### src/rtl/aacs_pkg.sv
/*
 Shared definitions for the acquisition and conversion sequencer: register
 field positions, reset values, sequencer states, register image structs
 and the decode functions for acquisition length and clock divider.
 Assumes nothing beyond a SystemVerilog compiler.
*/
package aacs_pkg;

  localparam int RES_W = 10;
  localparam int CNT_W = 5;
  localparam int DIV_W = 6;

  // Control register 0 (converter_control_reg) field positions
  localparam int CTL0_ON_BIT = 0;
  localparam int CTL0_GO_BIT = 1;
  localparam int CTL0_CHS_LSB = 2;
  localparam int CTL0_CHS_MSB = 6;

  // Control register 2 (acq_clock_config_reg) field positions
  localparam int CTL2_ADCS_LSB = 0;
  localparam int CTL2_ADCS_MSB = 2;
  localparam int CTL2_ACQT_LSB = 3;
  localparam int CTL2_ACQT_MSB = 5;
  localparam int CTL2_FM_BIT = 7;

  // Reset values
  localparam logic [4:0] CHAN_RST = 5'h00;
  localparam logic [2:0] ACQT_MANUAL = 3'h0;
  localparam logic [2:0] ACQT_RST = ACQT_MANUAL;
  localparam logic [2:0] ADCS_RST = 3'h0;
  localparam logic FM_RST = 1'b0;

  // Bit-period counts
  localparam logic [CNT_W-1:0] CONV_LAST = 5'h0a;  // 11 periods: 0..10
  localparam logic [CNT_W-1:0] GAP_LAST = 5'h01;   // 2 periods: 0..1
  localparam logic [1:0] ADCS_FRC = 2'h3;

  typedef enum logic [2:0] {
    ST_OFF,
    ST_SAMPLE,
    ST_DEFER,
    ST_ACQ,
    ST_CONV,
    ST_GAP
  } aacs_state_e;

  typedef struct packed {
    logic [4:0] channel_sel;
    logic go;
    logic converter_on;
  } aacs_ctl0_s;

  typedef struct packed {
    logic result_justify;
    logic [2:0] acq_time_sel;
    logic [2:0] conv_clock_sel;
  } aacs_ctl2_s;

  // Acquisition length in bit periods for each selection code
  function automatic logic [CNT_W-1:0] acq_tads(input logic [2:0] code);
    logic [CNT_W-1:0] n;
    n = 5'h00;
    unique case (code)
      3'h0: n = 5'h00;
      3'h1: n = 5'h02;
      3'h2: n = 5'h04;
      3'h3: n = 5'h06;
      3'h4: n = 5'h08;
      3'h5: n = 5'h0c;
      3'h6: n = 5'h10;
      3'h7: n = 5'h14;
    endcase
    return n;
  endfunction : acq_tads

  // Terminal count of the system clock divider (ratio minus one)
  function automatic logic [DIV_W-1:0] div_last(input logic [2:0] sel);
    logic [DIV_W-1:0] l;
    l = 6'h01;
    unique case (sel)
      3'h0: l = 6'h01;
      3'h4: l = 6'h03;
      3'h1: l = 6'h07;
      3'h5: l = 6'h0f;
      3'h2: l = 6'h1f;
      3'h6: l = 6'h3f;
      3'h3, 3'h7: l = 6'h01;
    endcase
    return l;
  endfunction : div_last

endpackage : aacs_pkg

### src/rtl/aacs_timebase.sv
/*
 Bit-period timebase: divides the system clock by the selected ratio, or
 follows rising edges of the RC oscillator after synchronising them.
 Assumes frc_osc is asynchronous to clk and rst_n is already synchronised.
*/
`timescale 1ns/1ns
module aacs_timebase
  import aacs_pkg::*;
(
  input wire logic clk,                   // System clock
  input wire logic rst_n,                 // Synchronised reset, active low
  input wire logic [2:0] conv_clock_sel,  // Clock source / divider code
  input wire logic restart,               // Realign divider phase
  input wire logic frc_osc,               // RC oscillator, asynchronous
  output logic tad_tick                   // One pulse per bit period
);

  logic frc_s1;
  logic frc_s2;
  logic frc_s3;
  logic [DIV_W-1:0] div_cnt;
  logic [DIV_W-1:0] next_div_cnt;
  logic is_frc;
  logic div_end;

  always_comb begin
    is_frc = (conv_clock_sel[1:0] == ADCS_FRC);
    div_end = (div_cnt >= div_last(conv_clock_sel));
    if (restart || div_end) begin
      next_div_cnt = '0;
    end else begin
      next_div_cnt = div_cnt + 6'h01;
    end
    tad_tick = is_frc ? (frc_s2 & ~frc_s3) : (div_end & ~restart);
  end

  always_ff @(posedge clk or negedge rst_n) begin
    if (!rst_n) begin
      frc_s1 <= 1'b0;
      frc_s2 <= 1'b0;
      frc_s3 <= 1'b0;
      div_cnt <= '0;
    end else begin
      frc_s1 <= frc_osc;
      frc_s2 <= frc_s1;
      frc_s3 <= frc_s2;
      div_cnt <= next_div_cnt;
    end
  end

endmodule : aacs_timebase

### src/rtl/aacs_sequencer.sv
/*
 Acquisition and conversion sequencer for a 10-bit successive
 approximation converter: control registers, acquisition timing, the
 11-period conversion, result formatting, done flag and interrupt lines.
 Assumes the analog side follows sample_connect/discharge/dac_code and
 returns its comparator decision on cmp_in; instr_done is a one-cycle
 pulse from the core on clk at the end of each instruction.
*/
// What this block does
// Nonzero acquisition code samples for 2..20 bit periods, then converts.
// Code 000 is manual: start converts at once; it is the reset value.
// Software waits the acquisition interval before starting in manual mode.
// On completion clear start, set done, resume sampling selected channel.
// No status shows when programmed acquisition ends.
// Clock select maps to divide by 2..64 or the RC oscillator.
// A full conversion lasts 11 bit periods.
// Done flag sets on every completion regardless of interrupt enable.
// Only software or reset clears the done flag.
// Enabled completion raises interrupt at chosen priority and wakes.
// Justify bit selects left or right alignment of the result.
// Converter runs only while enabled; start honours acquisition code.
// Conversion start waits until the next instruction completes.
// Software should not set start in the enabling write.
// Code 010 gives exactly four bit periods of acquisition.
// Completion writes the result into the high and low pair.
// Clearing start aborts and keeps the previous result.
// Reset restores registers, turns off, ends any conversion.
// Two bit periods pass before the channel is reconnected.
// Capacitor array is discharged after every sample.
// Above 1 MHz, choose the RC clock only for sleep conversions.
// Channel select sits in bits 6..2 of control register 0.
// Bit period comes from a divider or synchronised RC edges.
`timescale 1ns/1ns
module aacs_sequencer
  import aacs_pkg::*;
(
  input wire logic clk,                  // System clock, 100 MHz
  input wire logic rst_b,                // Asynchronous reset, active low
  input wire logic ctl0_wr,              // Write strobe, control reg 0
  input wire logic [7:0] ctl0_wdata,     // Write data, control reg 0
  input wire logic ctl2_wr,              // Write strobe, control reg 2
  input wire logic [7:0] ctl2_wdata,     // Write data, control reg 2
  input wire logic done_clr,             // Clear done flag, pulse
  input wire logic conv_irq_en,          // Interrupt enable
  input wire logic conv_irq_prio,        // 1 = high priority
  input wire logic sleep_mode,           // Core is asleep
  input wire logic instr_done,           // End of instruction, pulse
  input wire logic frc_osc,              // RC oscillator pin
  input wire logic cmp_in,               // Comparator: input >= dac_code
  output logic [7:0] ctl0_rdata,         // Control reg 0 readback
  output logic [7:0] ctl2_rdata,         // Control reg 2 readback
  output logic [7:0] result_hi,          // Result high byte
  output logic [7:0] result_lo,          // Result low byte
  output logic conv_done_flag,           // Sticky completion flag
  output logic irq_hi,                   // High-priority interrupt
  output logic irq_lo,                   // Low-priority interrupt
  output logic wake,                     // Wake request from sleep
  output logic [4:0] channel_sel,        // Channel to sample-and-hold
  output logic sample_connect,           // Channel tied to hold cap
  output logic discharge,                // Capacitor array discharge
  output logic [RES_W-1:0] dac_code      // Trial code to the array
);

  logic rst_s1;
  logic rst_n;
  logic tad_tick;
  logic restart;

  aacs_state_e state;
  aacs_state_e next_state;
  aacs_ctl0_s ctl0;
  aacs_ctl0_s next_ctl0;
  aacs_ctl2_s ctl2;
  aacs_ctl2_s next_ctl2;
  logic [CNT_W-1:0] cnt;
  logic [CNT_W-1:0] next_cnt;
  logic [RES_W-1:0] sar;
  logic [RES_W-1:0] next_sar;
  logic [RES_W-1:0] trial;
  logic [RES_W-1:0] final_code;
  logic [7:0] next_result_hi;
  logic [7:0] next_result_lo;
  logic next_conv_done_flag;
  logic [CNT_W-1:0] acq_last;
  logic go_write_clr;
  logic [RES_W-1:0] next_trial;
  logic [RES_W-1:0] next_dac_code;
  logic next_sample_connect;
  logic next_discharge;

  // One-hot trial bit for conversion period n; period 0 resolves nothing
  function automatic logic [RES_W-1:0] trial_of(input logic [CNT_W-1:0] n);
    logic [RES_W-1:0] t;
    t = '0;
    if (n != '0) begin
      t = RES_W'(10'h200 >> (n - 5'h01));
    end
    return t;
  endfunction : trial_of

  // Result pair image, right or left aligned
  function automatic logic [15:0] justify(input logic [RES_W-1:0] code,
                                         input logic right);
    logic [15:0] r;
    if (right) begin
      r = {6'h00, code};
    end else begin
      r = {code, 6'h00};
    end
    return r;
  endfunction : justify

  // Reset release through two flip-flops
  always_ff @(posedge clk or negedge rst_b) begin
    if (!rst_b) begin
      rst_s1 <= 1'b0;
      rst_n <= 1'b0;
    end else begin
      rst_s1 <= 1'b1;
      rst_n <= rst_s1;
    end
  end

  aacs_timebase u_timebase (
    .clk(clk),
    .rst_n(rst_n),
    .conv_clock_sel(ctl2.conv_clock_sel),
    .restart(restart),
    .frc_osc(frc_osc),
    .tad_tick(tad_tick)
  );

  always_comb begin
    next_state = state;
    next_ctl0 = ctl0;
    next_ctl2 = ctl2;
    next_cnt = cnt;
    next_sar = sar;
    next_result_hi = result_hi;
    next_result_lo = result_lo;
    next_conv_done_flag = conv_done_flag;
    acq_last = acq_tads(ctl2.acq_time_sel) - 5'h01;
    go_write_clr = ctl0_wr && !ctl0_wdata[CTL0_GO_BIT];
    trial = (state == ST_CONV) ? trial_of(cnt) : '0;
    // The comparator settles within a clock of dac_code and is read
    // directly: a bit period may be only two clocks long
    final_code = sar | (cmp_in ? trial : '0);

    if (ctl2_wr) begin
      next_ctl2.conv_clock_sel = ctl2_wdata[CTL2_ADCS_MSB:CTL2_ADCS_LSB];
      next_ctl2.acq_time_sel = ctl2_wdata[CTL2_ACQT_MSB:CTL2_ACQT_LSB];
      next_ctl2.result_justify = ctl2_wdata[CTL2_FM_BIT];
    end
    // Start is refused unless the converter was already on
    if (ctl0_wr) begin
      next_ctl0.channel_sel = ctl0_wdata[CTL0_CHS_MSB:CTL0_CHS_LSB];
      next_ctl0.converter_on = ctl0_wdata[CTL0_ON_BIT];
      if (go_write_clr) begin
        next_ctl0.go = 1'b0;
      end else if (ctl0.converter_on && ctl0_wdata[CTL0_ON_BIT]) begin
        next_ctl0.go = 1'b1;
      end
    end
    if (done_clr) begin
      next_conv_done_flag = 1'b0;
    end

    unique case (state)
      ST_OFF: begin
        if (ctl0.converter_on) begin
          next_state = ST_SAMPLE;
        end
      end
      ST_SAMPLE: begin
        if (ctl0.go) begin
          next_state = ST_DEFER;
        end
      end
      // Waiting out the next instruction lets sleep be entered first
      ST_DEFER: begin
        if (go_write_clr) begin
          next_state = ST_GAP;
          next_cnt = '0;
        end else if (instr_done) begin
          next_cnt = '0;
          next_sar = '0;
          if (ctl2.acq_time_sel == ACQT_MANUAL) begin
            next_state = ST_CONV;
          end else begin
            next_state = ST_ACQ;
          end
        end
      end
      // No status shows when acquisition hands over to conversion
      ST_ACQ: begin
        if (go_write_clr) begin
          next_state = ST_GAP;
          next_cnt = '0;
        end else if (tad_tick) begin
          if (cnt == acq_last) begin
            next_state = ST_CONV;
            next_cnt = '0;
            next_sar = '0;
          end else begin
            next_cnt = cnt + 5'h01;
          end
        end
      end
      ST_CONV: begin
        if (go_write_clr) begin
          next_state = ST_GAP;
          next_cnt = '0;
        end else if (tad_tick) begin
          // Period 0 discharges the array; periods 1..10 resolve bits 9..0
          if (cnt == '0) begin
            next_sar = '0;
          end else begin
            next_sar = final_code;
          end
          if (cnt == CONV_LAST) begin
            next_state = ST_GAP;
            next_cnt = '0;
            next_ctl0.go = 1'b0;
            next_conv_done_flag = 1'b1;
            {next_result_hi, next_result_lo} =
                justify(final_code, ctl2.result_justify);
          end else begin
            next_cnt = cnt + 5'h01;
          end
        end
      end
      // Two idle periods before the channel is reconnected
      ST_GAP: begin
        if (tad_tick) begin
          if (cnt == GAP_LAST) begin
            next_state = ST_SAMPLE;
            next_cnt = '0;
          end else begin
            next_cnt = cnt + 5'h01;
          end
        end
      end
      default: begin
        next_state = ST_OFF;
      end
    endcase

    // Switching off ends any conversion; the result pair is untouched
    if (!ctl0.converter_on) begin
      next_state = ST_OFF;
      next_ctl0.go = 1'b0;
      next_cnt = '0;
    end

    next_trial = (next_state == ST_CONV) ? trial_of(next_cnt) : '0;
    next_dac_code = next_sar | next_trial;
    next_sample_connect = (next_state == ST_SAMPLE) ||
                          (next_state == ST_DEFER) || (next_state == ST_ACQ);
    next_discharge = (next_state == ST_CONV) && (next_cnt == '0);
  end

  // Outputs to the analog side come from flops so they never glitch
  always_ff @(posedge clk or negedge rst_n) begin
    if (!rst_n) begin
      state <= ST_OFF;
      ctl0 <= '{channel_sel: CHAN_RST, go: 1'b0, converter_on: 1'b0};
      ctl2 <= '{result_justify: FM_RST, acq_time_sel: ACQT_RST,
                conv_clock_sel: ADCS_RST};
      cnt <= '0;
      sar <= '0;
      result_hi <= 8'h00;
      result_lo <= 8'h00;
      conv_done_flag <= 1'b0;
      dac_code <= '0;
      sample_connect <= 1'b0;
      discharge <= 1'b0;
    end else begin
      state <= next_state;
      ctl0 <= next_ctl0;
      ctl2 <= next_ctl2;
      cnt <= next_cnt;
      sar <= next_sar;
      result_hi <= next_result_hi;
      result_lo <= next_result_lo;
      conv_done_flag <= next_conv_done_flag;
      dac_code <= next_dac_code;
      sample_connect <= next_sample_connect;
      discharge <= next_discharge;
    end
  end

  // The divider sits at phase zero while idle and on an abort, so every
  // timed state opens with a whole bit period; changes made on a tick
  // already meet a wrapped divider. Built without tad_tick, which
  // depends on it.
  assign restart = (state == ST_OFF) || (state == ST_SAMPLE) ||
                   (state == ST_DEFER) || go_write_clr;

  assign ctl0_rdata = {1'b0, ctl0};
  assign ctl2_rdata = {ctl2.result_justify, 1'b0, ctl2.acq_time_sel,
                       ctl2.conv_clock_sel};
  assign irq_hi = conv_done_flag & conv_irq_en & conv_irq_prio;
  assign irq_lo = conv_done_flag & conv_irq_en & ~conv_irq_prio;
  assign wake = conv_done_flag & conv_irq_en & sleep_mode;
  assign channel_sel = ctl0.channel_sel;

endmodule : aacs_sequencer

### config.mk
export PLATFORM = sky130hd
export DESIGN_NAME = aacs_sequencer
export DESIGN_NICKNAME = d
export VERILOG_FILES = /design/src/rtl/aacs_pkg.sv /design/src/rtl/aacs_timebase.sv /design/src/rtl/aacs_sequencer.sv
export SDC_FILE = /design/constraint.sdc
export NUM_CORES = 1
export LEC_CHECK = 0
export BUFFER_PORTS_ARGS = -buffer_cell sky130_fd_sc_hd__buf_2
export CAP_MARGIN = 10
export CORE_ASPECT_RATIO = 0.7
export CORE_UTILIZATION = 40
export DETAILED_ROUTE_END_ITERATION = 8
export RECOVER_POWER = 100
export SLEW_MARGIN = 20
export SYNTH_ARGS = -nofsm -noshare
export SYNTH_HDL_FRONTEND = slang
export SYNTH_SLANG_ARGS = --single-unit
### constraint.sdc
create_clock -name clk -period 2.5 [get_ports clk]
set_input_delay 0.125 -clock clk [delete_from_list [all_inputs] [get_ports clk]]
set_output_delay 0.125 -clock clk [all_outputs]
set_load 0.05 [all_outputs]
==> results of run 1 <==
-- cell type report --
type	instances	share of cell area (%)
multi-input cells	285	42.1
flip-flops and latches	72	31.1
well taps	128	2.76
clock inverters	6	1.16
clock buffers	10	4.11
inverters	16	1.12
repair buffers	157	17.7
-- Yosys cell counts (all sizes together), types with 4 or more instances --
cell / number / share of area, %
a211oi: 4 / 0.75
a21oi: 21 / 3.0
a31o: 5 / 1.1
a31oi: 7 / 1.1
a32o: 5 / 1.2
a41o: 5 / 1.2
and3: 4 / 0.62
buf: 16 / 3.0
clkbuf: 13 / 1.2
dfrtp: 72 / 45
ha: 16 / 5.0
inv: 15 / 1.4
mux2: 13 / 3.6
nand2: 40 / 3.8
nand2b: 6 / 0.99
nand3: 8 / 0.99
nor2: 29 / 2.7
nor3: 11 / 2.0
nor3b: 4 / 0.87
o21ai: 24 / 3.1
o31ai: 16 / 3.5
xnor2: 5 / 1.1
-- power groups by stage --
stage	clock (uW)	sequential [uW]	combinational (uW)
after floorplan	0	1350	229
after global placement	0	1260	452
after detailed placement	0	1260	457
after CTS	1340	1240	474
after global routing	1400	1250	501
final	1320	1240	467
-- state kept, by name (all words and copies together), names as in the netlist --
| name | flops |
|---|---|
| channel_sel | 5 |
| cnt | 5 |
| conv_done_flag | 1 |
| ctl0_rdata | 2 |
| ctl2_rdata | 7 |
| dac_code | 10 |
| discharge | 1 |
| result_hi | 8 |
| result_lo | 8 |
| rst_n | 1 |
| rst_s1 | 1 |
| sample_connect | 1 |
| sar | 10 |
| state | 3 |
| u_timebase.div_cnt | 6 |
| u_timebase.frc_s1 | 1 |
| u_timebase.frc_s2 | 1 |
| u_timebase.frc_s3 | 1 |
-- per-stage QoR --
stage	utilization [%]	TNS, ns
after floorplan	-	-8.17
after global placement	51.8	-10.60
after detailed placement	51.8	-12.41
after CTS	58.5	-10.05
after global routing	59.8	-16.04
final	59.8	-10.42
-- path summary, 6_finish.rpt --
kind                                           to  slack (ns)  cells past startpoint
min in group asynchronous                  rst_s1        0.12                      2
max in group asynchronous               discharge        0.45                      1
worst max register to register          discharge       -0.45                     14
worst min register to register  u_timebase.frc_s2        0.35                      0
worst max-delay path                    discharge       -0.45                     14
worst min-delay path                ctl2_rdata[4]        0.02                      2
-- cell usage in the layout, fill, tap and decap left out, drive strengths merged, types with 4 or more instances in the layout --
master and instances:
buf 96, dfrtp 72, clkbuf 67, nand2 40, nor2 29, o21ai 24
a21oi 21, ha 16, o31ai 16, inv 15, mux2 13, nor3 11
nand3 8, a31oi 7, nand2b 6, xnor2 5, a32o 5, a41o 5
a31o 5, dlygate4sd3 4, nor3b 4, and3 4, a211oi 4, clkinv 4
-- per-layer routing --
layer | vias up | wire (um)
met3 | 14 | 781
li1 | 1739 | -
met2 | 143 | 4810
met1 | 1813 | 5660
met5 | - | 0
met4 | 0 | 139
-- cell families after synthesis --
logic type	Yosys count	share of synthesized area [%]
buf+inv	45	5.66
mux	15	4.13
compound gates	117	21.5
other cells	2	0.187
flops	72	44.8
simple gates	125	17.0
xor+xnor	8	1.74
fa+ha+maj	16	4.97
-- timing repair --
| item | in CTS | in global routing |
|---|---|---|
| endpoints found under the hold margin | 5 | 0 |
| cloned | 3 | 0 |
| pin swaps | 14 | 24 |
| setup buffers | 5 | 4 |
| resized for setup | 61 | 41 |
| endpoints found under the setup margin | 44 | 50 |
| hold buffers | 4 | 0 |
==> impl_metrics.ini, run 1 <==
[cts]
cts_made_buffers = 9
cts_tree = yes
root_buffer = clkbuf_16
cts_buffer_depth = 2
clk_latency_ns = 0.33
cts.sinks = 72
htree_num_levels = 3
clkTransAtPathRegs_ns = 0.06

[logic_synthesis]
async_flop_share_pct = 100
ys.flop_type = dfrtp_1
yosysSeqAreaShare_pct = 44.8
netlist_area_um2 = 4030
syn_area_per_cell_um2 = 10.1
synth_cell_types = 77
netlist_instances = 400
yosys_warnings = 0
synth_seq_cells = 72
synth_edf_count = 0

[grt]
globalRouteMet2Util_pct = 32.6
grt_pass1_wl_mm = 18.4
grt-ovfl-total = 0
grt_max_degree = 46
grt_antenna_before_repair = 0
grt_use_total_pct = 22.8
busiest_layer = met1
grt_use_met1_pct = 33.4
grt_pass1_vias = 3527
use_met3_pct = 6.52

[timing]
setup_violations = 44
slew_violations = 0
rsz0062_at_grt = true
fmax_ghz = 0.339
setup_slack_ns = -0.446
worstMarginPinSlew_ns = 1.09
clock_skew_ns = 0.00922
relSlewSlack_pct = 27.1
fin_crit_sh_pct = 118
post-route-min-period_ns = 2.95
hold_slack_ns = 0.0205
finalHoldViolCount = 0

[die]
core.rowCount = 30
start_util_pct = 41.4
fp.dieW_um = 122
die_h_um = 85.9
core_area_um2 = 9720
ios = 80
dieArea_um2 = 10500

[cells_and_area]
seqCellArea_um2 = 1800
nNetsFinal = 584
fin_cells = 674
drive_gt1_share_pct = 40.5
fill_cells = 850
final_area_um2 = 5810
multi_input_comb_area_um2 = 2440
insertedDiodeCount = 0
areaGrowthSynthToFinish_pct = 44.4

[worst_setup_path]
crit_arrival_ns = 3.20
slowest_stage = dfrtp_2
worstPathCellList = inv_2, ha_4, mux2_4, ha_4, a21oi_2, o21ai_2, buf_6, o21ai_4, buf_6, o211ai_1, o21a_1, nor4_4, and2b_4, nor3b_2
endpoint_kind = flop
critPathMaxStageDelay_ns = 0.42
critPathMaxFanout = 7
critical_path_class = flop to flop
path_delay_family = simple AND/OR/NAND/NOR gates
crit_buf_inv = 3
timing.rr.start = ctl2_rdata[0]
crit_path_start_kind = flop
worstPathRequired_ns = 2.75
critPathLaunch = ctl2_rdata[0]

[power]
p_leak_uw = 0.00260
p_switching_uw = 866
power_frac_clock_pct = 43.6
p_comb_share_pct = 15.4
sw_frac_of_total_pct = 28.6
powerDensity_nw_per_um2 = 521
finalPower_uw = 3030
pwr-share-seq_pct = 40.9
internal-power_uw = 2160
ir_worst_vdd_mv = 0.327

[hold_path]
min_from = ctl2_wdata[4]
worstHoldPathType = input port to flop

[routing]
viasPerCell = 5.50
initialDrtViolationCount = 205
drtPass1Iterations = 5
drcViolationCount = 0
drtAntennaViolNets = 0
wirelength_mm = 11.4
via_count = 3709
wl_per_cell_um = 16.9

[run_status]
status = finished with violations
violations = negative setup slack

[placed_design]
dpl_worst_slack_ns = -0.616
place_area_um2 = 5040
place_congestion = 0.915
post-dp-hpwl_mm = 8.02
placed_cells = 644
io_buffers = 75

[job]
drv_cap = 0
(Power assumes the default switching activity.)
==> run 2, diff against run 1 <==
--- a/config.mk
+++ b/config.mk
@@ -8,6 +8,7 @@
 export BUFFER_PORTS_ARGS = -buffer_cell sky130_fd_sc_hd__buf_2
 export CAP_MARGIN = 10
 export CORE_ASPECT_RATIO = 0.7
+export CORE_MARGIN = 2
 export CORE_UTILIZATION = 40
 export DETAILED_ROUTE_END_ITERATION = 8
 export RECOVER_POWER = 100
==> impl_metrics.ini, run 2 (synthesis gave the netlist of run 1 again) <==
[placed_design]
place_area_um2 = 5080
place_congestion = 0.949
placed_cells = 645
post-dp-hpwl_mm = 8.47
dpl_worst_slack_ns = -0.615
io_buffers = 75

[grt]
grt_pass1_wl_mm = 18.9
grt_use_total_pct = 23.0
grt_antenna_before_repair = 0
grt-ovfl-total = 0
grt_pass1_vias = 3611
grt_max_degree = 46

[cells_and_area]
multi_input_comb_area_um2 = 2490
seqCellArea_um2 = 1800
areaGrowthSynthToFinish_pct = 49.9
insertedDiodeCount = 0
fin_cells = 687
drive_gt1_share_pct = 42.8
fill_cells = 817
final_common_cell = dfrtp_1
nNetsFinal = 597
final_cell_mix = 70 x dfrtp_1, 60 x buf_4, 54 x clkbuf_1, 25 x nor2_1, 23 x buf_2
largestRegisters = dac_code: 10 flops, sar: 10 flops
final_area_um2 = 6030

[routing]
viasPerCell = 5.54
via_count = 3805
drcViolationCount = 0
drtPass1Iterations = 6
initialDrtViolationCount = 333
wirelength_mm = 12.3
wl_per_cell_um = 17.9
drtAntennaViolNets = 0

[cts]
cts.sinks = 72
cts_tree = yes
root_buffer = clkbuf_16
cts_made_buffers = 9
clk_latency_ns = 0.34
clkTransAtPathRegs_ns = 0.06
cts_buffer_depth = 2
htree_num_levels = 3

[timing]
rsz0062_at_grt = true
post-route-min-period_ns = 2.96
finalHoldViolCount = 0
setup_slack_ns = -0.461
worstMarginPinSlew_ns = 1.12
fmax_ghz = 0.338
relSlewSlack_pct = 25.0
clock_skew_ns = 0.00568
setup_violations = 41
fin_crit_sh_pct = 118
slew_violations = 0

[die]
die_h_um = 87.9
fp.dieW_um = 124
core_area_um2 = 9720
core.rowCount = 30
ios = 80
dieArea_um2 = 10900
start_util_pct = 41.4

[worst_setup_path]
crit_arrival_ns = 3.19
critPathMaxFanout = 7
crit_buf_inv = 4
crit_top_cell = buf_6
slowest_stage = dfrtp_2
critical_path_class = flop to flop
critPathMaxStageDelay_ns = 0.44
worstPathCellList = buf_6, ha_4, mux2_4, ha_4, a21oi_2, o21ai_2, buf_6, o21ai_2, buf_6, nor4_4, a211oi_1, a41oi_1, nand2_2, buf_6, a31o_1
crit_path_start_kind = flop
endpoint_kind = flop
path_delay_family = compound AO/OA/AOI/OAI gates
critPathLaunch = ctl2_rdata[1]
worstPathRequired_ns = 2.73
timing.rr.start = ctl2_rdata[1]

[run_status]
status = finished with violations
violations = negative setup slack

[power]
powerDensity_nw_per_um2 = 503
ir_worst_vdd_mv = 0.296
p_leak_uw = 0.00272
finalPower_uw = 3040

[job]
drv_cap = 0

[hold_path]
worstHoldPathType = input port to flop
min_from = ctl2_wdata[0]
## run 2: cell count changes in the layout (fill, tap and decap cells not counted), moves of 2 or more
cell / before / now
buf_12: 2 / 5
nand2_1: 22 / 20
nand2_2: 9 / 6
buf_4: 54 / 60
clkbuf_4: 3 / 1
nand2_4: 9 / 14
buf_6: 14 / 18
o21ai_2: 6 / 8
## run 2: where the power goes
group          internal (uW)  switching [uW]  total, uW
Combinational            172             317        489
Clock                    802             506       1310
Sequential              1200            41.4       1240
Total                   2170             864       3040
## run 2: per-layer routing
layer	share of wire, %	vias to the layer above	global-route usage [%]	wire length (um)
met1	47	1838	34.1	5750
li1	-	1767	-	-
met4	1.7	0	6.23	208
met3	9.3	22	6.32	1140
met2	42	178	33.1	5200
met5	0	-	0	0
## run 2: layout make-up
type	count	area share, %
inverters	16	1.04
multi-input cells	285	41.3
repair buffers	170	20.0
flip-flops and latches	72	29.9
clock buffers	10	3.96
clock inverters	6	1.12
well taps	128	2.66
## run 2: final timing paths
| check | endpoint | slack, ns | cells past startpoint |
|---|---|---|---|
| hold reg to reg | rst_n | 0.35 | 0 |
| setup / recovery | dac_code[9] | -0.46 | 15 |
| min in group asynchronous | rst_s1 | 0.10 | 2 |
| max in group asynchronous | ctl2_rdata[1] | 0.37 | 1 |
| hold / removal | ctl2_rdata[0] | 0.004 | 3 |
| setup reg to reg | dac_code[9] | -0.46 | 15 |
## run 2: metrics by stage
stage / TNS, ns / hold WS (ns) / utilization, %
floorplan: -8.17 / -0.171 / -
global placement: -10.78 / -0.0878 / 52.3
detailed placement: -12.68 / -0.0862 / 52.3
CTS: -7.96 / 0.00318 / 60.5
global route: -13.06 / 0.0199 / 62.0
finish: -9.00 / 0.00364 / 62.0
## run 2: worst reg2reg max path: stages, from the launching register on
cell,delay [ns]
dfrtp_2,0.44
buf_6,0.13
ha_4,0.15
mux2_4,0.26
ha_4,0.27
a21oi_2,0.05
o21ai_2,0.19
buf_6,0.14
o21ai_2,0.06
buf_6,0.13
nor4_4,0.23
a211oi_1,0.07
a41oi_1,0.23
nand2_2,0.17
buf_6,0.16
a31o_1,0.19
## run 2: what timing repair did
| action | CTS | global route |
|---|---|---|
| pin swaps | 30 | 18 |
| gates resized for setup | 73 | 47 |
| hold buffers | 4 | 0 |
| hold endpoints to repair | 5 | 0 |
| gates cloned | 4 | 0 |
| endpoints found under the setup margin | 43 | 48 |
| buffers inserted | 11 | 10 |
==> run 3, diff against run 2 <==
--- a/config.mk
+++ b/config.mk
@@ -11,6 +11,7 @@
 export CORE_MARGIN = 2
 export CORE_UTILIZATION = 40
 export DETAILED_ROUTE_END_ITERATION = 8
+export HOLD_SLACK_MARGIN = 0.05
 export RECOVER_POWER = 100
 export SLEW_MARGIN = 20
 export SYNTH_ARGS = -nofsm -noshare
==> impl_metrics.ini, run 3 (synthesis gave the netlist of run 1 again) <==
[worst_setup_path]
crit_top_cell = buf_6
rrSetupSlack_ns = -0.47
critical_path_class = flop to flop
crit_path_start_kind = flop
worstPathRequired_ns = 2.73
timing.rr.start = ctl2_rdata[1]
critPathLaunch = ctl2_rdata[1]
path_delay_family = compound AO/OA/AOI/OAI gates
crit_buf_inv = 4
crit_arrival_ns = 3.19
slowest_stage = dfrtp_2
critPathMaxFanout = 7
critPathMaxStageDelay_ns = 0.44
endpoint_kind = flop
worstPathCellList = buf_6, ha_4, mux2_4, ha_4, a21oi_2, o21ai_2, buf_6, o21ai_2, buf_6, nor4_4, a211oi_1, a41oi_1, nand2_2, buf_6, a31o_1

[run_status]
violations = negative setup slack
status = finished with violations

[cts]
cts_tree = yes
root_buffer = clkbuf_16
clkTransAtPathRegs_ns = 0.06
cts.sinks = 72
htree_num_levels = 3
cts_made_buffers = 9
clk_latency_ns = 0.34
cts_buffer_depth = 2

[die]
ios = 80
core_area_um2 = 9720
start_util_pct = 41.4
dieArea_um2 = 10900
core.rowCount = 30
fp.dieW_um = 124
die_h_um = 87.9

[grt]
grt-ovfl-total = 0
grt_pass1_vias = 3708
grt_antenna_before_repair = 0
grt_max_degree = 46
grt_use_total_pct = 23.2
grt_pass1_wl_mm = 19.1

[power]
sw_frac_of_total_pct = 28.4
ir_worst_vdd_mv = 0.297
pwr-share-seq_pct = 40.6
power_frac_clock_pct = 42.9
powerDensity_nw_per_um2 = 496
p_comb_share_pct = 16.5
p_switching_uw = 868
internal-power_uw = 2180
p_leak_uw = 0.00277

[routing]
via_count = 3862
wl_per_cell_um = 17.7
initialDrtViolationCount = 379
drcViolationCount = 0
viasPerCell = 5.53
drtPass1Iterations = 5
drtAntennaViolNets = 0
wirelength_mm = 12.4

[placed_design]
place_area_um2 = 5080
io_buffers = 75
post-dp-hpwl_mm = 8.47
placed_cells = 645
dpl_worst_slack_ns = -0.615
place_congestion = 0.949

[hold_path]
min_from = ctl0_wr
worstHoldPathType = input port to flop

[timing]
setup_slack_ns = -0.465
finalHoldViolCount = 0
worstMarginPinSlew_ns = 1.12
fin_crit_sh_pct = 119
clock_skew_ns = 0.00620
setup_violations = 40
slew_violations = 0
fmax_ghz = 0.337
rsz0062_at_grt = true
relSlewSlack_pct = 25.1
post-route-min-period_ns = 2.97
hold_slack_ns = 0.0619

[cells_and_area]
fin_util_pct = 63.3
fin_cells = 699
multi_input_comb_area_um2 = 2490
drive_gt1_share_pct = 41.9
areaGrowthSynthToFinish_pct = 52.8
seqCellArea_um2 = 1800
largestRegisters = dac_code: 10 flops, sar: 10 flops
nNetsFinal = 609
final_area_um2 = 6150
insertedDiodeCount = 0
fill_cells = 796
final_common_cell = dfrtp_1
final_cell_mix = 70 x dfrtp_1, 60 x buf_4, 54 x clkbuf_1, 25 x nor2_1, 23 x buf_2

[job]
drv_cap = 0
run 3: changes by cell type in the layout (fill, tap and decap cells not counted):
cell,previous run,this run
dlygate4sd3_1,4,16
run 3: layout make-up:
| class | instances | share of cell area (%) |
|---|---|---|
| clock buffer | 10 | 3.88 |
| timing repair buffer | 182 | 21.6 |
| inverter | 16 | 1.02 |
| clock inverter | 6 | 1.10 |
| multi-input combinational | 285 | 40.5 |
| tap | 128 | 2.60 |
| sequential | 72 | 29.3 |
run 3: path summary, 6_finish.rpt:
kind,to,cells after the start
max in group asynchronous,ctl2_rdata[1],1
max,dac_code[9],15
min in group asynchronous,rst_s1,2
max reg2reg,dac_code[9],15
min reg2reg,rst_n,0
min,ctl0_rdata[0],2
run 3: power groups by stage:
stage	clock, uW	sequential [uW]	combinational (uW)
floorplan	0	1350	229
finish	1310	1240	504
CTS	1340	1240	503
global route	1380	1250	543
global placement	0	1250	456
detailed placement	0	1260	460
run 3: metal layers:
| metal | share of wire, % | track usage [%] | vias to the layer above |
|---|---|---|---|
| met5 | 0 | 0 | - |
| met4 | 1.7 | 6.54 | 0 |
| met3 | 8.6 | 6.38 | 20 |
| met2 | 43 | 33.9 | 172 |
| met1 | 47 | 33.9 | 1879 |
| li1 | - | - | 1791 |
run 3: repair_timing:
item,in CTS,in global routing
pin swaps,30,18
cloned,4,0
endpoints found under the setup margin,43,48
hold buffers,16,0
resized for setup,73,47
setup buffers,11,10
hold endpoints to repair,17,0
run 3: worst reg2reg max path, stage by stage, from the launching register on:
cell and delay (ns):
dfrtp_2 0.44, buf_6 0.13, ha_4 0.15, mux2_4 0.26
ha_4 0.27, a21oi_2 0.05, o21ai_2 0.19, buf_6 0.14
o21ai_2 0.06, buf_6 0.13, nor4_4 0.23, a211oi_1 0.07
a41oi_1 0.24, nand2_2 0.17, buf_6 0.16, a31o_1 0.19
run 3: stage by stage:
stage | setup TNS, ns | total power [uW]
detailed placement | -12.68 | 1720
global placement | -10.78 | 1710
finish | -8.94 | 3050
global route | -13.06 | 3170
floorplan | -8.17 | 1570
CTS | -7.96 | 3080
